**src/crgc_pkg.sv**
```systemverilog
// Purpose: constants and types of the clock and reset generator control block
// Assumes: byte-wide register port, twelve registers at offsets 0x0 to 0xb
// Notes: counter lengths are module parameters so a simulation can shorten them
package crgc_pkg;
	localparam logic [3:0] A_MUL = 4'h0;
	localparam logic [3:0] A_REFD = 4'h1;
	localparam logic [3:0] A_POST = 4'h2;
	localparam logic [3:0] A_FLG = 4'h3;
	localparam logic [3:0] A_IEN = 4'h4;
	localparam logic [3:0] A_CSEL = 4'h5;
	localparam logic [3:0] A_LCTL = 4'h6;
	localparam logic [3:0] A_PCTL = 4'h7;
	localparam logic [3:0] A_WCTL = 4'h8;
	localparam logic [3:0] A_FBYP = 4'h9;
	localparam logic [3:0] A_FTST = 4'ha;
	localparam logic [3:0] A_SVC = 4'hb;
	// clock_select bits
	localparam int B_CHOOSE = 7;
	localparam int B_VARIANT = 6;
	localparam int B_LOOPWAI = 3;
	localparam int B_PERWAI = 1;
	localparam int B_WDWAI = 0;
	// loop_control bits
	localparam int B_CME = 7;
	localparam int B_PWRON = 6;
	localparam int B_FMHI = 5;
	localparam int B_FMLO = 4;
	localparam int B_FASTWK = 3;
	localparam int B_PERPS = 2;
	localparam int B_WDPS = 1;
	localparam int B_SELF_CLOCK_ENABLE = 0;
	// watchdog_control bits
	localparam int B_WINDOW = 7;
	localparam int B_WINDOW_WRITE_MASK = 5;
	// implemented-bit masks
	localparam logic [7:0] M_POST = 8'h1f;
	localparam logic [7:0] M_IEN = 8'h92;
	localparam logic [7:0] M_CSEL = 8'heb;
	localparam logic [7:0] M_WCTL = 8'hc7;
	// reset values
	localparam logic [7:0] R_CSEL = 8'h00;
	localparam logic [7:0] R_LCTL = 8'hc1;
	localparam logic [7:0] R_ZERO = 8'h00;
	// watchdog service keys
	localparam logic [7:0] KEY_ARM = 8'h55;
	localparam logic [7:0] KEY_CLR = 8'haa;
	// timing counts in cycles
	localparam logic [3:0] RST_STRETCH = 4'hf;
	localparam int unsigned WD_BASE_SHIFT = 8;
	localparam int unsigned PI_BASE_SHIFT = 10;
	localparam int CW = 24;
	typedef enum logic [1:0] {
		md_run = 2'b00,
		md_wait = 2'b01,
		md_full_stop = 2'b10,
		md_pseudo_stop = 2'b11
	} crgc_mode_t;
endpackage

```
**src/crgc_ctrl.sv**
```systemverilog
// Purpose: control logic of the clock and reset generator
// Assumes: all inputs synchronous to clk_i; analog loop and oscillator outside
// Notes: control registers reinitialise on any system reset, reset flags do not
//
// The strobed register port was chosen for this implementation.
`timescale 1ns/1ps
module crgc_ctrl import crgc_pkg::*; #(
	parameter int unsigned WD_SHIFT = WD_BASE_SHIFT,
	parameter int unsigned PI_SHIFT = PI_BASE_SHIFT
) (
	input wire logic clk_i,
	input wire logic rst_i,
	input wire logic ce_i,
	input wire logic [3:0] addr_i,
	input wire logic [7:0] wdata_i,
	input wire logic wr_i,
	input wire logic rd_i,
	output logic [7:0] rdata_o,
	input wire logic por_i,
	input wire logic lvr_i,
	input wire logic ila_i,
	input wire logic osc_loss_i,
	input wire logic quality_ok_i,
	input wire logic pll_lock_i,
	input wire logic wait_req_i,
	input wire logic stop_req_i,
	input wire logic wake_i,
	input wire logic reset_pin_i,
	output logic reset_pin_o,
	output logic reset_pin_oe_o,
	output logic sys_reset_o,
	output logic osc_enable_o,
	output logic pll_enable_o,
	output logic sys_clk_pll_o,
	output logic self_clock_o,
	output logic [1:0] fm_sel_o,
	output logic irq_o
);
	logic [7:0] mul_q, mul_d, refd_q, refd_d, post_q, post_d, ien_q, ien_d;
	logic [7:0] csel_q, csel_d, lctl_q, lctl_d, pctl_q, pctl_d, wctl_q, wctl_d;
	logic periodic_timeout_flag_q, periodic_timeout_flag_d, power_on_reset_flag_q, power_on_reset_flag_d, low_voltage_reset_flag_q, low_voltage_reset_flag_d, lock_change_flag_q, lock_change_flag_d;
	logic lock_q, lock_d, illegal_access_reset_flag_q, illegal_access_reset_flag_d, self_clock_change_flag_q, self_clock_change_flag_d, scm_q, scm_d;
	crgc_mode_t mode_q, mode_d;
	logic [CW-1:0] wd_cnt_q, wd_cnt_d, pi_cnt_q, pi_cnt_d, wd_lim, pi_lim;
	logic armed_q, armed_d, wd_to, wd_bad, pi_hit, wd_run, pi_run, in_win;
	logic drive_q, drive_d, sys_rst_q, sys_rst_d;
	logic [3:0] rcnt_q, rcnt_d;
	logic [7:0] rdata_d, flg_clr;
	logic irq_d, pll_en_d, osc_en_d, pll_sel_d, fast_wake, loss_det, int_src, cfg_rst;
	logic pll_en_q, osc_en_q, pll_sel_q, irq_q;

	// implemented bits per register, shared by the write and read paths
	function automatic logic [7:0] reg_mask(input logic [3:0] a);
		case (a)
			A_MUL, A_REFD, A_FLG, A_LCTL, A_PCTL: reg_mask = 8'hff;
			A_POST: reg_mask = M_POST;
			A_IEN: reg_mask = M_IEN;
			A_CSEL: reg_mask = M_CSEL;
			A_WCTL: reg_mask = M_WCTL;
			default: reg_mask = 8'h00;
		endcase
	endfunction

	// one less than a power of two cycles
	function automatic logic [CW-1:0] ones(input int unsigned n);
		ones = CW'((64'd1 << n) - 64'd1);
	endfunction

	assign cfg_rst = sys_rst_q;
	assign reset_pin_o = 1'b0; // open drain: only the enable ever changes
	assign flg_clr = (wr_i && addr_i == A_FLG) ? wdata_i : 8'h00;

	// software-visible control registers
	always_comb begin
		mul_d = mul_q;
		refd_d = refd_q;
		post_d = post_q;
		ien_d = ien_q;
		csel_d = csel_q;
		lctl_d = lctl_q;
		pctl_d = pctl_q;
		wctl_d = wctl_q;
		if (cfg_rst) begin
			mul_d = R_ZERO;
			refd_d = R_ZERO;
			post_d = R_ZERO;
			ien_d = R_ZERO;
			csel_d = R_CSEL;
			lctl_d = R_LCTL;
			pctl_d = R_ZERO;
			wctl_d = R_ZERO;
		end else if (wr_i) begin
			case (addr_i)
				A_MUL: if (!csel_q[B_CHOOSE]) mul_d = wdata_i;
				A_REFD: if (!csel_q[B_CHOOSE]) refd_d = wdata_i;
				A_POST: if (!csel_q[B_CHOOSE]) post_d = wdata_i & reg_mask(addr_i);
				A_IEN: ien_d = wdata_i & reg_mask(addr_i);
				A_CSEL: csel_d = wdata_i & reg_mask(addr_i);
				A_LCTL: lctl_d = wdata_i;
				A_PCTL: pctl_d = wdata_i;
				A_WCTL: begin
					// mask bit protects window and debug bits from this write
					if (wdata_i[B_WINDOW_WRITE_MASK]) begin
						wctl_d = {wctl_q[7:6], wdata_i[5:0] & M_WCTL[5:0]};
					end else begin
						wctl_d = wdata_i & reg_mask(addr_i);
					end
				end
				default: ;
			endcase
		end
	end

	// operating mode and self-clock state
	always_comb begin
		mode_d = mode_q;
		fast_wake = 1'b0;
		if (cfg_rst) begin
			mode_d = md_run;
		end else begin
			case (mode_q)
				md_run: begin
					if (stop_req_i) begin
						mode_d = csel_q[B_VARIANT] ? md_pseudo_stop : md_full_stop;
					end else if (wait_req_i) begin
						mode_d = md_wait;
					end
				end
				md_wait: if (wake_i) mode_d = md_run;
				md_full_stop, md_pseudo_stop: begin
					if (wake_i) begin
						mode_d = md_run;
						fast_wake = lctl_q[B_FASTWK];
					end
				end
				default: mode_d = md_run;
			endcase
		end
		// monitor is blind while the oscillator is deliberately off
		loss_det = lctl_q[B_CME] & osc_loss_i & (mode_q != md_full_stop);
		// entry beats a passing quality check in the same cycle
		if (cfg_rst) begin
			scm_d = 1'b0;
		end else begin
			scm_d = (scm_q & ~quality_ok_i) | (loss_det & lctl_q[B_SELF_CLOCK_ENABLE]) | fast_wake;
		end
		lock_d = pll_lock_i & ~scm_d;
	end

	// status flags, set wins over write-one-to-clear
	always_comb begin
		periodic_timeout_flag_d = (periodic_timeout_flag_q & ~flg_clr[7]) | pi_hit;
		power_on_reset_flag_d = (power_on_reset_flag_q & ~flg_clr[6]) | por_i;
		low_voltage_reset_flag_d = (low_voltage_reset_flag_q & ~flg_clr[5]) | lvr_i;
		lock_change_flag_d = (lock_change_flag_q & ~flg_clr[4]) | (lock_d != lock_q);
		illegal_access_reset_flag_d = ((illegal_access_reset_flag_q & ~flg_clr[2]) | ila_i) & ~por_i & ~lvr_i;
		self_clock_change_flag_d = (self_clock_change_flag_q & ~flg_clr[1]) | (scm_d != scm_q);
	end

	// watchdog and periodic counters
	always_comb begin
		wd_lim = ones(WD_SHIFT + 2 * int'(wctl_q[2:0]));
		pi_lim = (CW'(pctl_q[6:0]) << PI_SHIFT) | ones(PI_SHIFT);
		in_win = ~wctl_q[B_WINDOW] | (wd_cnt_q >= (wd_lim - (wd_lim >> 2)));
		case (mode_q)
			md_run: begin
				wd_run = 1'b1;
				pi_run = 1'b1;
			end
			md_wait: begin
				wd_run = ~csel_q[B_WDWAI];
				pi_run = ~csel_q[B_PERWAI];
			end
			md_pseudo_stop: begin
				wd_run = lctl_q[B_WDPS];
				pi_run = lctl_q[B_PERPS];
			end
			default: begin
				wd_run = 1'b0;
				pi_run = 1'b0;
			end
		endcase
		wd_run = wd_run & (wctl_q[2:0] != 3'h0);
		pi_run = pi_run & (pctl_q[6:0] != 7'h00);
		wd_cnt_d = wd_cnt_q;
		pi_cnt_d = pi_cnt_q;
		armed_d = armed_q;
		wd_to = 1'b0;
		wd_bad = 1'b0;
		pi_hit = 1'b0;
		if (cfg_rst) begin
			wd_cnt_d = '0;
			pi_cnt_d = '0;
			armed_d = 1'b0;
		end else begin
			if (wr_i && addr_i == A_SVC && wctl_q[2:0] != 3'h0) begin
				// early or wrong key is as fatal as a time-out
				if (!in_win) begin
					wd_bad = 1'b1;
				end else if (wdata_i == KEY_ARM) begin
					armed_d = 1'b1;
				end else if (wdata_i == KEY_CLR && armed_q) begin
					armed_d = 1'b0;
					wd_cnt_d = '0;
				end else begin
					wd_bad = 1'b1;
				end
			end else if (wd_run) begin
				if (wd_cnt_q >= wd_lim) begin
					wd_to = 1'b1;
				end else begin
					wd_cnt_d = wd_cnt_q + CW'(1);
				end
			end
			if (pi_run) begin
				if (pi_cnt_q >= pi_lim) begin
					pi_hit = 1'b1;
					pi_cnt_d = '0;
				end else begin
					pi_cnt_d = pi_cnt_q + CW'(1);
				end
			end
		end
	end

	// reset gathering and pin stretch
	always_comb begin
		int_src = por_i | lvr_i | ila_i | wd_to | wd_bad | (loss_det & ~lctl_q[B_SELF_CLOCK_ENABLE]);
		drive_d = drive_q;
		rcnt_d = rcnt_q;
		if (int_src) begin
			drive_d = 1'b1;
			rcnt_d = RST_STRETCH;
		end else if (drive_q) begin
			if (rcnt_q == 4'h0) begin
				drive_d = 1'b0;
			end else begin
				rcnt_d = rcnt_q - 4'h1;
			end
		end
		sys_rst_d = drive_d | ~reset_pin_i;
	end

	// clock steering, interrupt and read data
	always_comb begin
		osc_en_d = (mode_d != md_full_stop);
		pll_en_d = scm_d | (lctl_d[B_PWRON] & ~mode_d[1]
			& ~((mode_d == md_wait) & csel_d[B_LOOPWAI]));
		pll_sel_d = scm_d | csel_d[B_CHOOSE];
		irq_d = (periodic_timeout_flag_d & ien_d[7]) | (lock_change_flag_d & ien_d[4]) | (self_clock_change_flag_d & ien_d[1]);
		rdata_d = 8'h00;
		if (rd_i) begin
			case (addr_i)
				A_MUL: rdata_d = mul_q;
				A_REFD: rdata_d = refd_q;
				A_POST: rdata_d = post_q;
				A_FLG: rdata_d = {periodic_timeout_flag_q, power_on_reset_flag_q, low_voltage_reset_flag_q, lock_change_flag_q, lock_q, illegal_access_reset_flag_q, self_clock_change_flag_q, scm_q};
				A_IEN: rdata_d = ien_q;
				A_CSEL: rdata_d = csel_q;
				A_LCTL: rdata_d = lctl_q;
				A_PCTL: rdata_d = pctl_q;
				A_WCTL: rdata_d = wctl_q;
				default: rdata_d = 8'h00;
			endcase
			rdata_d = rdata_d & reg_mask(addr_i);
		end
	end

	// all state, frozen while the clock enable is low
	always_ff @(posedge clk_i) begin
		if (rst_i) begin
			mul_q <= R_ZERO;
			refd_q <= R_ZERO;
			post_q <= R_ZERO;
			ien_q <= R_ZERO;
			csel_q <= R_CSEL;
			lctl_q <= R_LCTL;
			pctl_q <= R_ZERO;
			wctl_q <= R_ZERO;
			{periodic_timeout_flag_q, power_on_reset_flag_q, low_voltage_reset_flag_q, lock_change_flag_q, lock_q, illegal_access_reset_flag_q, self_clock_change_flag_q, scm_q} <= 8'h00;
			mode_q <= md_run;
			wd_cnt_q <= '0;
			pi_cnt_q <= '0;
			armed_q <= 1'b0;
			drive_q <= 1'b0;
			rcnt_q <= 4'h0;
			sys_rst_q <= 1'b0;
			rdata_o <= 8'h00;
			irq_q <= 1'b0;
			pll_en_q <= 1'b1;
			osc_en_q <= 1'b1;
			pll_sel_q <= 1'b0;
		end else if (ce_i) begin
			mul_q <= mul_d;
			refd_q <= refd_d;
			post_q <= post_d;
			ien_q <= ien_d;
			csel_q <= csel_d;
			lctl_q <= lctl_d;
			pctl_q <= pctl_d;
			wctl_q <= wctl_d;
			{periodic_timeout_flag_q, power_on_reset_flag_q, low_voltage_reset_flag_q, lock_change_flag_q} <= {periodic_timeout_flag_d, power_on_reset_flag_d, low_voltage_reset_flag_d, lock_change_flag_d};
			{lock_q, illegal_access_reset_flag_q, self_clock_change_flag_q, scm_q} <= {lock_d, illegal_access_reset_flag_d, self_clock_change_flag_d, scm_d};
			mode_q <= mode_d;
			wd_cnt_q <= wd_cnt_d;
			pi_cnt_q <= pi_cnt_d;
			armed_q <= armed_d;
			drive_q <= drive_d;
			rcnt_q <= rcnt_d;
			sys_rst_q <= sys_rst_d;
			rdata_o <= rdata_d;
			irq_q <= irq_d;
			pll_en_q <= pll_en_d;
			osc_en_q <= osc_en_d;
			pll_sel_q <= pll_sel_d;
		end
	end

	assign reset_pin_oe_o = drive_q;
	assign sys_reset_o = sys_rst_q;
	assign osc_enable_o = osc_en_q;
	assign pll_enable_o = pll_en_q;
	assign sys_clk_pll_o = pll_sel_q;
	assign self_clock_o = scm_q; // also marks quality check in progress
	assign fm_sel_o = {lctl_q[B_FMHI], lctl_q[B_FMLO]};
	assign irq_o = irq_q;

	// checks
	chk_stop_variant_pick: assert property (@(posedge clk_i) disable iff (rst_i)
		(ce_i && !sys_rst_q && mode_q == md_run && stop_req_i)
		|=> mode_q == ($past(csel_q[B_VARIANT]) ? md_pseudo_stop : md_full_stop))
		else $error("stop variant not honoured");
	chk_full_stop_osc: assert property (@(posedge clk_i) disable iff (rst_i)
		mode_q == md_full_stop |-> !osc_enable_o && !pll_enable_o || self_clock_o)
		else $error("oscillator alive in full stop");
	chk_full_stop_frozen: assert property (@(posedge clk_i) disable iff (rst_i)
		(mode_q == md_full_stop && !sys_rst_q && !wr_i) |=> $stable(wd_cnt_q) && $stable(pi_cnt_q))
		else $error("counter moved in full stop");
	chk_pseudo_wd_frozen: assert property (@(posedge clk_i) disable iff (rst_i)
		(mode_q == md_pseudo_stop && !lctl_q[B_WDPS] && !sys_rst_q && !wr_i) |=> $stable(wd_cnt_q))
		else $error("watchdog moved in pseudo stop");
	chk_wait_loop_off: assert property (@(posedge clk_i) disable iff (rst_i)
		(mode_q == md_wait && csel_q[B_LOOPWAI] && !scm_q) |-> !pll_enable_o)
		else $error("loop running in wait");
	chk_self_clock_entry: assert property (@(posedge clk_i) disable iff (rst_i)
		(ce_i && !sys_rst_q && lctl_q[B_CME] && lctl_q[B_SELF_CLOCK_ENABLE] && osc_loss_i && mode_q != md_full_stop)
		|=> self_clock_o ##0 sys_clk_pll_o)
		else $error("self-clock not entered");
	chk_self_clock_hold: assert property (@(posedge clk_i) disable iff (rst_i)
		(ce_i && !sys_rst_q && scm_q && !quality_ok_i) |=> scm_q)
		else $error("self-clock left before quality check");
	chk_reset_pin_drive: assert property (@(posedge clk_i) disable iff (rst_i)
		(ce_i && (por_i || wd_to || wd_bad)) |=> reset_pin_oe_o ##1 sys_reset_o || !ce_i)
		else $error("reset pin not pulled");
	chk_flag_keep_zero: assert property (@(posedge clk_i) disable iff (rst_i)
		(ce_i && power_on_reset_flag_q && wr_i && addr_i == A_FLG && !wdata_i[6]) |=> power_on_reset_flag_q)
		else $error("flag cleared by zero write");
	chk_divider_locked: assert property (@(posedge clk_i) disable iff (rst_i)
		(wr_i && addr_i == A_MUL && csel_q[B_CHOOSE] && !sys_rst_q) |=> $stable(mul_q))
		else $error("divider written while loop selected");
	chk_factory_zero: assert property (@(posedge clk_i) disable iff (rst_i)
		(ce_i && rd_i && (addr_i == A_FBYP || addr_i == A_FTST)) |=> rdata_o == 8'h00)
		else $error("factory register read nonzero");
endmodule // crgc_ctrl

```
**config.mk**
```make
export PLATFORM = sky130hd
export DESIGN_NAME = crgc_ctrl
export DESIGN_NICKNAME = d
export VERILOG_FILES = /design/src/crgc_pkg.sv /design/src/crgc_ctrl.sv
export SDC_FILE = /design/constraint.sdc
export NUM_CORES = 1
export LEC_CHECK = 0
export ABC_AREA = 1
export BUFFER_PORTS_ARGS = -buffer_cell sky130_fd_sc_hd__buf_2
export CAP_MARGIN = 20
export CELL_PAD_IN_SITES_DETAIL_PLACEMENT = 1
export CELL_PAD_IN_SITES_GLOBAL_PLACEMENT = 1
export CORE_UTILIZATION = 45
export CTS_CLUSTER_SIZE = 24
export DETAILED_ROUTE_END_ITERATION = 10
export HOLD_SLACK_MARGIN = 0.02
export MAX_ROUTING_LAYER = met4
export PLACE_DENSITY_LB_ADDON = 0.12
export SETUP_SLACK_MARGIN = 0.15
export SYNTH_ARGS = -nofsm -noshare
export SYNTH_HDL_FRONTEND = slang
export SYNTH_SLANG_ARGS = --single-unit
```
**constraint.sdc**
```tcl
create_clock -name clk_i -period 4.09 [get_ports clk_i]
set_input_delay 0.818 -clock clk_i [delete_from_list [all_inputs] [get_ports clk_i]]
set_output_delay 0.818 -clock clk_i [all_outputs]
set_load 0.1 [all_outputs]
```
### Word level (Yosys, flattened, before mapping)

Memory sizes are Yosys's and may differ from the RTL's.
Cells that the tools add are included.

* add/sub/neg operators: 6
* multiply operators: 0
* divide/modulo/power cells: 0
* $lt $le $gt $ge: 3
* equality and inequality tests: 26
* shifts and indexed selects: 1
* muxes and demuxes: 91
* bitwise logic cells: 63
* reduce and logical (&&, ||, !) cells: 39

Operators with widths (count)
* 8-bit two-way mux: 45
* 24-bit two-way mux: 10
* 8-bit one-hot mux with 9 select lines: 1
* 24-bit by 1-bit adder with 24-bit output, second input constant: 2
* 24-bit greater-or-equal comparator: 2
* 8-bit AND: 5
* 2-bit nonzero test: 13
* 1-bit two-way mux: 25
* 24-bit by 17-bit greater-or-equal comparator with 1-bit output: 1
* 1-bit by 5-bit << shifter with 24-bit output, first input constant: 1
* 24-bit by 1-bit subtractor with 24-bit output, second input constant: 1
* 24-bit by 22-bit subtractor with 24-bit output: 1
* 1-bit AND: 22
* 4-bit AND reduction: 5
* 1-bit bitwise OR: 19
* 3-bit AND reduction: 6
* 1-bit inverter: 17
* 4-bit by 3-bit == test with 1-bit output, second input constant: 4
* 4-bit two-way mux: 3
* 3-bit != test, second input constant: 3
* 3-bit nonzero test: 3
* 4-bit by 2-bit == test with 1-bit output, second input constant: 2
* 4-bit == test, second input constant: 2
* 8-bit by 7-bit == test with 1-bit output, second input constant: 1
* other kinds (21): 35

* flip-flop bits (word level): 141
* bits in latches: 0
* RAM bits: 0
* bits in read-only memories: 640
* input bits: 27
* output and inout bits: 18
* memories: 5

Memories
* (no name shown): depth 16, width 8, rd ports 1, clocked after Yosys merged registers in 0, write ports 0, RTL line crgc_ctrl.sv:54 `case (a)`
* (no name shown): depth 16, width 8, rd ports 1, clocked after Yosys merged registers in 0, write ports 0, RTL line crgc_ctrl.sv:54
* (no name shown): depth 16, width 8, rd ports 1, clocked after Yosys merged registers in 0, write ports 0, RTL line crgc_ctrl.sv:54
* (no name shown): depth 16, width 8, rd ports 1, clocked after Yosys merged registers in 0, write ports 0, RTL line crgc_ctrl.sv:54
* (no name shown): depth 16, width 8, rd ports 1, clocked after Yosys merged registers in 0, write ports 0, RTL line crgc_ctrl.sv:54

### Logic depth before layout (Yosys ltp)

Gate-level depths: netlist of run 1.

* depth after elaboration: 13
* depth in mapped cells: 29
* gate-level depth less buffers: 29

### Worst setup path before layout of run 1

OpenSTA, ideal clock, no wires.

* kind: reg-to-reg
* from: register wctl_q[0]
* to: register wd_cnt_q[9]
* setup time: 0.132 ns
* arrival: 3.496 ns
* data required time: 3.958 ns
* path slack: 0.461 ns
* cell stages (with the launch flop): 24
* period minus slack after synthesis: 3.629 ns
* cell sequence: dfxtp_1 -> inv_1 -> o21ai_0 -> inv_1 -> ha_1 -> a21o_1 -> nor2_1 -> inv_1 -> o311ai_0 -> nand2_1 -> a41oi_1 -> xor2_1 -> ha_1 -> nand2_1 -> nor2_1 -> and2_1 -> nand2_1 -> nand4_1 -> nor2_1 -> a21oi_4 -> nand2_4 -> buf_4 -> nand2_1 -> a21oi_1

* cells in the longest elaborated chain, start to end: 8
* elaborated cells on any way between the ends: 18

RTL lines
* start: declaration: RTL line crgc_ctrl.sv:40 `logic [7:0] csel_q, csel_d, lctl_q, lctl_d, pctl_q, pctl_d, wctl_q, wctl_d;`
* start signal: assignment: RTL line crgc_ctrl.sv:301 `wctl_q <= wctl_d;`
* 4-bit by 4-bit adder with 5-bit output: RTL line crgc_ctrl.sv:162 `wd_lim = ones(WD_SHIFT + 2 * int'(wctl_q[2:0]));`
* 1-bit by 5-bit << shifter with 24-bit output: RTL line crgc_ctrl.sv:66 `ones = CW'((64'd1 << n) - 64'd1);`
* 24-bit by 1-bit subtractor with 24-bit output: RTL line crgc_ctrl.sv:66
* 24-bit by 22-bit subtractor with 24-bit output: RTL line crgc_ctrl.sv:164 `in_win = ~wctl_q[B_WINDOW] | (wd_cnt_q >= (wd_lim - (wd_lim >> 2)));`
* 24-bit greater-or-equal comparator: RTL line crgc_ctrl.sv:164
* 1-bit bitwise OR: RTL line crgc_ctrl.sv:164
* 3-bit != test (no line)
* 6-bit AND reduction (no line)
* end signal: assignment: RTL line crgc_ctrl.sv:305 `wd_cnt_q <= wd_cnt_d;`
* end: declaration: RTL line crgc_ctrl.sv:44 `logic [CW-1:0] wd_cnt_q, wd_cnt_d, pi_cnt_q, pi_cnt_d, wd_lim, pi_lim;`

Several ways; a longest one is shown, not always the timed one.
A chain may end at the register's enable or synchronous reset.

### Worst setup path after layout of run 1

* from: register wctl_q[1]
* to: register wd_cnt_q[6]

The elaborated chain is that of the path after synthesis.

==> results of run 1 <==
stage by stage:
| stage | cell area, um^2 | cells | TNS [ns] | worst slack [ns] |
|---|---|---|---|---|
| 2_1_floorplan | 8750 | 1291 | 0 | 0.461 |
| 3_3_place_gp | 9280 | 1576 | 0 | 0.170 |
| 3_5_place_dp | 9280 | 1576 | -0.658 | -0.0591 |
| 4_1_cts | 9900 | 1608 | 0 | 0.156 |
| 5_1_grt | 10100 | 1614 | 0 | 0.0587 |
| 6_report | 10100 | 1614 | 0 | 0.288 |
cell type report:
cell class / instances / area, um^2
clock buffers: 18 / 439
clock inverters: 14 / 161
fillers: 2502 / 8710
inverters: 160 / 601
multi-input cells: 949 / 5350
flip-flops and latches: 138 / 2760
well taps: 260 / 325
repair buffers: 75 / 483
layer usage:
layer,share of wire,global-route usage,wire (um),vias to the layer above
li1,-,-,-,4443
met1,0.47,0.422,14400,4452
met2,0.46,0.490,13900,221
met3,0.050,0.0584,1520,44
met4,0.021,0.110,652,0
met5,0,-,0,-
worst paths after layout:
check / endpoint / start / cells after the start / slack, ns
max reg2reg: wd_cnt_q[6] / wctl_q[1] / 24 / 0.29
min: pi_cnt_q[19] / pi_cnt_q[19] / 2 / 0.44
max: wd_cnt_q[6] / wctl_q[1] / 24 / 0.29
min reg2reg: pi_cnt_q[19] / pi_cnt_q[19] / 2 / 0.44
cells in the final DEF, fill, tap and decap left out, types with 3 or more instances in the layout:
cell type	count
inv_6	5
inv_2	3
buf_2	43
nor2_2	5
a211oi_1	10
nor2_4	3
o22ai_1	7
nor3b_1	4
nor4_1	10
nand3b_1	4
ha_1	59
xnor2_1	10
o31ai_1	3
o21ai_0	71
nand4_1	26
nor3_1	30
nor2_1	123
clkinv_4	3
a21o_1	6
xor2_1	22
a21oi_1	137
a221oi_1	14
nand2_1	251
o211ai_1	4
clkbuf_16	17
conb_1	14
inv_1	153
dfxtp_1	137
nand3_1	89
buf_4	28
clkinv_1	4
ha_4	6
a31oi_1	6
cell families after synthesis:
kind of cell,after synthesis,synth area share
simple gates,555,0.277
compound gates,283,0.186
buf+inv,204,0.0926
flops,138,0.317
fa+ha+maj,65,0.0935
xor+xnor,32,0.0322
other cells,2,0.000863
what timing repair did:
item                       in CTS  in global routing
pin swaps                       0                 12
cloned                          0                  0
gates resized for setup         7                 30
setup buffers                   0                  6
setup endpoints to repair      30                 31
power by group:
| group | switching, mW | total (mW) | internal [mW] |
|---|---|---|---|
| clock network | 0.675 | 1.60 | 0.928 |
| logic | 0.548 | 0.817 | 0.268 |
| registers | 0.0602 | 1.46 | 1.40 |
worst max-delay path: stages (launching register included):
cell and delay [ns]:
dfxtp_1 0.31, inv_2 0.09, buf_8 0.15, nand2_4 0.09, nor2_4 0.15, inv_1 0.10
ha_4 0.30, nand4_1 0.13, nor4_2 0.31, a211oi_2 0.08, xor2_1 0.16, ha_1 0.29
nand2_1 0.06, nor2_2 0.10, nand2_1 0.11, nor2_4 0.13, and2_1 0.14, nand2_1 0.05
nand4_1 0.11, nor2_2 0.07, a21oi_4 0.18, buf_4 0.14, buf_6 0.13, nand3_1 0.13
a21oi_2 0.20
==> flow_summary_export.csv, run 1 <==
group,metric,value,unit
sta,period_share,0.930,
logic_synthesis,ys_ff_latch,138,
floorplan,dieArea,19900,um^2
global_route,grt-ovfl-total,0,
sta,whs,0.441,ns
global_route,grt_pass1_vias,8878,
cells_and_area,diodes,0,
clocking,tritoncts,"built",
setup_path,critical_path.startpoint_type,"flop",
logic_synthesis,synth_top_cell_area_share,0.317,
sta,tightest_slew,0.956,ns
clocking,numCtsBuffers,17,
clocking,clk_latency,0.45,ns
power_and_ir_drop,p_leak,4.34,nW
logic_synthesis,yosys-top-cells-area,"dfxtp_1 32%, nand2_1 11%, ha_1 9.3%, a21oi_1 8.0%, inv_1 6.6%",
global_route,grt_pass1_wl,47500,um
global_route,antenna_found_initial,0,
logic_synthesis,yosysMostFrequentCell,"nand2_1",
placed_design,gp_congestion,0.933,
clocking,clkTransAtPathRegs,0.07,ns
clocking,clock_path_buffers,2,
sta,setup_violations,0,
clocking,cts-root-buf,"clkbuf_16",
sta,finalCriticalPeriod,3.80,ns
logic_synthesis,avgSynthCellArea,6.80,um^2
cells_and_area,drive_gt1_frac,0.103,
global_route,grtUsageTotal,0.320,
clocking,htreeDepth,4,
setup_path,arrival,4.16,ns
logic_synthesis,netlist_top_cells_count,"252 x nand2_1, 154 x inv_1, 139 x a21oi_1, 138 x dfxtp_1, 129 x nor2_1",
setup_path,cp_max_fo,11,
detailed_routing,drtIter0Drc,667,
sta,slew_violations,0,
status,status,"finished, final reports clean",
logic_synthesis,syn_inst,1279,
logic_synthesis,ys_async_sr_fraction,0,
power_and_ir_drop,p_per_area,384,nW/um^2
detailed_routing,wl,30500,um
placed_design,io_buffers,43,
sta,final_hold_viol_count,0,
sta,fmax,263,MHz
floorplan,initial_core_util,0.462,
flow_run,maxCapViolCount,0,
logic_synthesis,yosysSeqAreaShare,0.317,
sta,slew_headroom,0.363,
floorplan,rows,50,
sta,rsz0062_at_grt,"false",
logic_synthesis,ys_warn_count,0,
cells_and_area,nNetsFinal,1433,
cells_and_area,top_regs,"pi_cnt_q (24), wd_cnt_q (24)",
detailed_routing,firstDrtPassIters,5,
logic_synthesis,synth-main-ff-cell,"dfxtp_1",
logic_synthesis,synth.distinct_cells,53,
min_path,hold_path.class,"reg2reg",
floorplan,die_h,141,um
detailed_routing,vias,9160,
detailed_routing,vias_per_cell,5.68,
logic_synthesis,synth_edf_count,0,
floorplan,die_x,141,um
logic_synthesis,yosys.area.top_type,"dfxtp_1",
detailed_routing,routedWlPerCell,18.9,um
setup_path,worstSetupPathType,"reg2reg",
setup_path,required,4.45,ns
cells_and_area,post-route-util,0.537,
global_route,grt_max_degree,78,
detailed_routing,drc,0,
power_and_ir_drop,ir_drop,0.312,mV
setup_path,worstSetupEndpointType,"flop",
floorplan,core-area,18800,um^2
detailed_routing,ant_nets,0,
placed_design,hpwl,22300,um
logic_synthesis,syn_area,8700,um^2
sta,finClkSkew,0.0164,ns
floorplan,pin_count,45,
clocking,cts.sink_count,138,
power_and_ir_drop,p_total,3.88,mW
clocking,cts_hold_buf,0,
cells_and_area,syn_to_final_growth,16.3,%
Power figures use the tool's default switching activity.
==> inputs of run 2 (changes only) <==
--- a/config.mk
+++ b/config.mk
@@ -6,7 +6,7 @@
 export NUM_CORES = 1
 export LEC_CHECK = 0
 export ABC_AREA = 1
-export BUFFER_PORTS_ARGS = -buffer_cell sky130_fd_sc_hd__buf_2
+export BUFFER_PORTS_ARGS = -buffer_cell sky130_fd_sc_hd__buf_4
 export CAP_MARGIN = 20
 export CELL_PAD_IN_SITES_DETAIL_PLACEMENT = 1
 export CELL_PAD_IN_SITES_GLOBAL_PLACEMENT = 1
==> flow_summary_export.csv, run 2 (synthesized netlist as in run 1, its figures left out) <==
group,metric,value,unit
clocking,tritoncts,"built",
setup_path,cpMostUsedCell,"nand2_1",
detailed_routing,vias,9177,
sta,slew_headroom,0.377,
cells_and_area,syn_to_final_growth,17.5,%
clocking,clkTransAtPathRegs,0.07,ns
clocking,htreeDepth,4,
power_and_ir_drop,clkPwrFrac,0.407,
setup_path,critical_path.startpoint_type,"flop",
setup_path,r2r_setup_slack,0.34,ns
clocking,cts-root-buf,"clkbuf_16",
cells_and_area,final_common_cell,"nand2_1",
floorplan,core-area,18800,um^2
floorplan,die_h,141,um
setup_path,crit_family,"simple AND/OR/NAND/NOR gates",
setup_path,cp_max_fo,10,
power_and_ir_drop,p_per_area,380,nW/um^2
detailed_routing,drtIter0Drc,622,
sta,fmax,266,MHz
sta,rsz0062_at_grt,"false",
detailed_routing,routedWlPerCell,19.3,um
floorplan,die_x,141,um
clocking,numCtsBuffers,17,
global_route,grt_max_degree,78,
sta,tightest_slew,0.935,ns
placed_design,dp_cells,1576,
setup_path,arrival,4.08,ns
setup_path,crit_buf_inv,5,
detailed_routing,wl,31100,um
global_route,grt-ovfl-total,0,
cells_and_area,diodes,0,
power_and_ir_drop,swShare,0.339,
detailed_routing,vias_per_cell,5.70,
min_path,hold_path.class,"reg2reg",
power_and_ir_drop,internal_power,2.57,mW
cells_and_area,drive_gt1_frac,0.105,
min_path,holdPathStages,2,
setup_path,required,4.41,ns
min_path,min_to,"post_q[6]",
detailed_routing,firstDrtPassIters,5,
sta,period_share,0.918,
setup_path,r2r-start,"wctl_q[1]",
setup_path,worstReg2RegEnd,"wd_cnt_q[14]",
clocking,clock_path_buffers,2,
power_and_ir_drop,power.switching,1.32,mW
sta,setup_violations,0,
cells_and_area,top_regs,"pi_cnt_q (24), wd_cnt_q (24)",
clocking,clk_latency,0.44,ns
placed_design,hpwl,22600,um
setup_path,r2r_cells,25,
floorplan,pin_count,45,
clocking,cts_hold_buf,0,
sta,final_hold_viol_count,0,
detailed_routing,ant_nets,0,
placed_design,io_buffers,43,
sta,slew_violations,0,
cells_and_area,finalNonFillerCells,1611,
global_route,grtUsageTotal,0.328,
setup_path,worstSetupEndpointType,"flop",
floorplan,dieArea,19900,um^2
global_route,grt_pass1_wl,48800,um
global_route,grt_pass1_vias,9076,
power_and_ir_drop,p_seq_frac,0.377,
setup_path,worstSetupPathType,"reg2reg",
clocking,cts.sink_count,138,
placed_design,gp_congestion,0.905,
sta,finClkSkew,0.0124,ns
sta,final.setup.tns,0,ns
global_route,antenna_found_initial,0,
power_and_ir_drop,ir_drop,0.292,mV
cells_and_area,nNetsFinal,1430,
cells_and_area,layout_common_cells,"249 x nand2_1, 151 x inv_1, 139 x a21oi_1",
sta,whs,0.446,ns
flow_run,maxCapViolCount,0,
min_path,hp-start,"post_q[6]",
floorplan,rows,50,
power_and_ir_drop,p_comb_frac,0.216,
floorplan,initial_core_util,0.462,
setup_path,crit_slowest_cell,"dfxtp_2",
sta,finalCriticalPeriod,3.75,ns
status,status,"finished, final reports clean",
setup_path,max_stage_delay,0.39,ns
detailed_routing,drc,0,
power_and_ir_drop,p_leak,4.36,nW
## run 2: cell count changes in the layout (fill, tap and decap cells not counted), sizes merged
cell    before  now
inv        162  164
bufinv       2    1
buf         75   71
bufbuf       0    1
clkinv       8    7
## run 2: power by group through the flow
stage / registers, mW / logic [mW] / clock network [mW]
2_1_floorplan: 1.51 / 0.487 / 0
3_3_place_gp: 1.49 / 0.727 / 0
3_5_place_dp: 1.49 / 0.748 / 0
4_1_cts: 1.46 / 0.777 / 1.59
5_1_grt: 1.47 / 0.925 / 1.64
6_report: 1.46 / 0.840 / 1.58
## run 2: stage by stage
| stage | utilization | power (mW) | setup slack [ns] | instance area (um^2) |
|---|---|---|---|---|
| 2_1_floorplan | - | 2.00 | 0.461 | 8750 |
| 3_3_place_gp | 0.499 | 2.21 | 0.212 | 9400 |
| 3_5_place_dp | 0.499 | 2.24 | 0.0530 | 9400 |
| 4_1_cts | 0.534 | 3.83 | 0.164 | 10100 |
| 5_1_grt | 0.543 | 4.04 | 0.0795 | 10200 |
| 6_report | 0.543 | 3.88 | 0.335 | 10200 |
## run 2: layout make-up
cell class / count / area [um^2]
clock inverter: 14 / 154
timing repair buffer: 72 / 606
inverter: 160 / 601
sequential: 138 / 2760
clock buffer: 18 / 439
multi-input combinational: 949 / 5340
tap: 260 / 325
fill: 2476 / 8600
## run 2: worst max path at each step
stage / start / endpoint / slack, ns / cells after the start
2_1_floorplan: wctl_q[0] / wd_cnt_q[9] / 0.46 / 23
3_3_place_gp: wctl_q[1] / wd_cnt_q[16] / 0.21 / 23
3_5_place_dp: wctl_q[1] / wd_cnt_q[14] / 0.05 / 23
4_1_cts: wctl_q[1] / wd_cnt_q[6] / 0.16 / 24
5_1_grt: wctl_q[0] / wd_cnt_q[14] / 0.08 / 25
6_report: wctl_q[1] / wd_cnt_q[14] / 0.34 / 25
## run 2: per-layer routing
metal	wire, um	GRT usage	vias up
met3	1700	0.0560	47
met1	14500	0.434	4464
li1	-	-	4432
met2	14200	0.505	234
met5	0	-	-
met4	702	0.108	0
## run 2: worst reg2reg max path, cell delays in order, from the launching register on
cell and delay [ns]:
dfxtp_2 0.39, inv_2 0.06, o21ai_2 0.18, buf_4 0.15, ha_1 0.29, a21oi_1 0.23
nand2_1 0.11, inv_1 0.09, o221ai_1 0.11, a211oi_2 0.19, xor2_1 0.11, ha_1 0.29
nand2_1 0.06, nor2_2 0.09, nand2_1 0.10, nor2_4 0.12, and2_1 0.13, nand2_1 0.05
nand4_1 0.10, nor2_2 0.07, a21oi_4 0.21, buf_12 0.15, buf_8 0.13, nand3_1 0.07
nand2_1 0.10, nor2_1 0.06
## run 2: timing repair
item | 4_1_cts | 5_1_grt
pin swaps | 1 | 10
endpoints found under the setup margin | 23 | 31
setup buffers | 1 | 1
gates resized for setup | 6 | 33
cloned | 1 | 0
==> inputs of run 3 (changes only) <==
--- a/config.mk
+++ b/config.mk
@@ -10,6 +10,7 @@
 export CAP_MARGIN = 20
 export CELL_PAD_IN_SITES_DETAIL_PLACEMENT = 1
 export CELL_PAD_IN_SITES_GLOBAL_PLACEMENT = 1
+export CORE_ASPECT_RATIO = 0.7
 export CORE_UTILIZATION = 45
 export CTS_CLUSTER_SIZE = 24
 export DETAILED_ROUTE_END_ITERATION = 10
==> flow_summary_export.csv, run 3 (synthesized netlist as in run 1, its figures left out) <==
group,metric,value,unit
status,status,"finished, final reports clean",
placed_design,io_buffers,43,
clocking,htreeDepth,4,
floorplan,die_h,118,um
power_and_ir_drop,p_seq_frac,0.376,
sta,finClkSkew,0.0109,ns
detailed_routing,drc,0,
clocking,clock_path_buffers,2,
power_and_ir_drop,internal_power,2.55,mW
cells_and_area,finalNonFillerCells,1604,
setup_path,required,4.37,ns
floorplan,die_x,168,um
clocking,numCtsBuffers,17,
floorplan,initial_core_util,0.460,
power_and_ir_drop,p_per_area,377,nW/um^2
setup_path,worstSetupPathType,"reg2reg",
setup_path,critical_path.startpoint_type,"flop",
detailed_routing,vias,9449,
power_and_ir_drop,p_comb_frac,0.221,
sta,slew_violations,0,
clocking,cts-root-buf,"clkbuf_16",
setup_path,arrival,4.17,ns
setup_path,cp_max_fo,18,
placed_design,dp_cells,1562,
sta,final.setup.tns,0,ns
sta,fmax,257,MHz
detailed_routing,ant_nets,0,
min_path,hold_path.class,"reg2reg",
power_and_ir_drop,power.switching,1.34,mW
setup_path,worstSetupEndpointType,"flop",
sta,period_share,0.952,
power_and_ir_drop,ir_drop,0.274,mV
detailed_routing,wl,33000,um
power_and_ir_drop,swShare,0.344,
sta,layout_setup_ws,0.198,ns
sta,tightest_slew,0.978,ns
flow_run,maxCapViolCount,0,
global_route,grt-ovfl-total,0,
detailed_routing,drtIter0Drc,823,
global_route,grt_pass1_vias,9208,
floorplan,dieArea,19900,um^2
clocking,clkTransAtPathRegs,0.07,ns
global_route,grt_max_degree,78,
sta,setup_violations,0,
sta,slew_headroom,0.348,
clocking,cts.sink_count,138,
detailed_routing,firstDrtPassIters,5,
global_route,grtUsageTotal,0.344,
placed_design,hpwl,24000,um
sta,final_hold_viol_count,0,
cells_and_area,syn_to_final_growth,18.6,%
clocking,tritoncts,"built",
floorplan,rows,42,
sta,finalCriticalPeriod,3.89,ns
power_and_ir_drop,clkPwrFrac,0.403,
cells_and_area,drive_gt1_frac,0.120,
global_route,antenna_found_initial,0,
detailed_routing,routedWlPerCell,20.6,um
cells_and_area,top_regs,"pi_cnt_q (24), wd_cnt_q (24)",
clocking,clk_latency,0.44,ns
cells_and_area,diodes,0,
floorplan,pin_count,45,
placed_design,post-place-ws,0.0292,ns
cells_and_area,layout_common_cells,"242 x nand2_1, 151 x inv_1, 136 x a21oi_1, 136 x dfxtp_1, 122 x nor2_1",
cells_and_area,nNetsFinal,1441,
power_and_ir_drop,p_leak,4.44,nW
floorplan,core-area,18900,um^2
sta,rsz0062_at_grt,"true",
placed_design,gp_congestion,0.904,
detailed_routing,vias_per_cell,5.89,
global_route,grt_pass1_wl,51600,um
cells_and_area,final_common_cell,"nand2_1",
-- run 3: changes by cell type in the layout (fill, tap and decap cells not counted), moves of 3 or more --
cell,change
a21oi_1,-3
a21oi_2,+3
inv_8,-3
inv_6,+3
nand2_2,+6
nand2_1,-7
buf_4,+9
-- run 3: critical path, cell delays in order (launching register included) --
cell and delay (ns):
dfxtp_4 0.38, inv_2 0.11, buf_4 0.18, nor2_1 0.08, ha_1 0.36, nand4_1 0.26, nor4_2 0.33, a211oi_2 0.07
xor2_1 0.15, ha_1 0.28, nand2_1 0.06, nor2_2 0.17, nand2_2 0.09, nor2_4 0.15, and2_4 0.16, nand2_1 0.05
nand4_1 0.15, nor2_2 0.07, a21oi_4 0.18, buf_12 0.14, nand2_8 0.12, nand2_1 0.13, a21oi_1 0.06
-- run 3: stage by stage --
| stage | hold WS (ns) | cell area (um^2) | total power, mW | util |
|---|---|---|---|---|
| 5_1_grt | 0.461 | 10300 | 4.04 | 0.546 |
| 4_1_cts | 0.443 | 10100 | 3.83 | 0.534 |
| 3_5_place_dp | 0.432 | 9390 | 2.25 | 0.496 |
| 3_3_place_gp | 0.430 | 9390 | 2.22 | 0.496 |
| 2_1_floorplan | 0.419 | 8750 | 2.00 | - |
| 6_report | 0.443 | 10300 | 3.89 | 0.546 |
-- run 3: worst paths after layout --
kind	slack, ns	to	from	depth (start not counted)
worst min-delay path	0.44	csel_q[2]	csel_q[2]	2
worst max register to register	0.20	wd_cnt_q[3]	wctl_q[2]	22
worst min register to register	0.44	csel_q[2]	csel_q[2]	2
worst max-delay path	0.20	wd_cnt_q[3]	wctl_q[2]	22
-- run 3: layer usage --
metal  track usage  vias to the layer above  share of wire
met1         0.470                     4553           0.46
met4         0.101                        0          0.023
met2         0.503                      382           0.43
li1              -                     4444              -
met5             -                        -              0
met3        0.0810                       70          0.084
-- run 3: layout make-up --
| class | instances | area [um^2] |
|---|---|---|
| fill | 2449 | 8590 |
| multi-input combinational | 949 | 5370 |
| sequential | 138 | 2770 |
| timing repair buffer | 83 | 696 |
| inverter | 160 | 606 |
| clock buffer | 17 | 425 |
| tap | 242 | 303 |
| clock inverter | 15 | 155 |
-- run 3: power by group through the flow --
stage / Clock [mW] / Sequential [mW] / Combinational [mW]
floorplan: 0 / 1.51 / 0.487
global placement: 0 / 1.49 / 0.737
detailed placement: 0 / 1.49 / 0.758
CTS: 1.57 / 1.46 / 0.797
global route: 1.63 / 1.47 / 0.939
finish: 1.57 / 1.46 / 0.859
-- run 3: repair_timing --
item,in CTS,in global routing
pin swaps,3,16
endpoints found under the setup margin,31,31
cloned,1,0
hold buffers,0,0
setup buffers,1,8
resized for setup,15,43
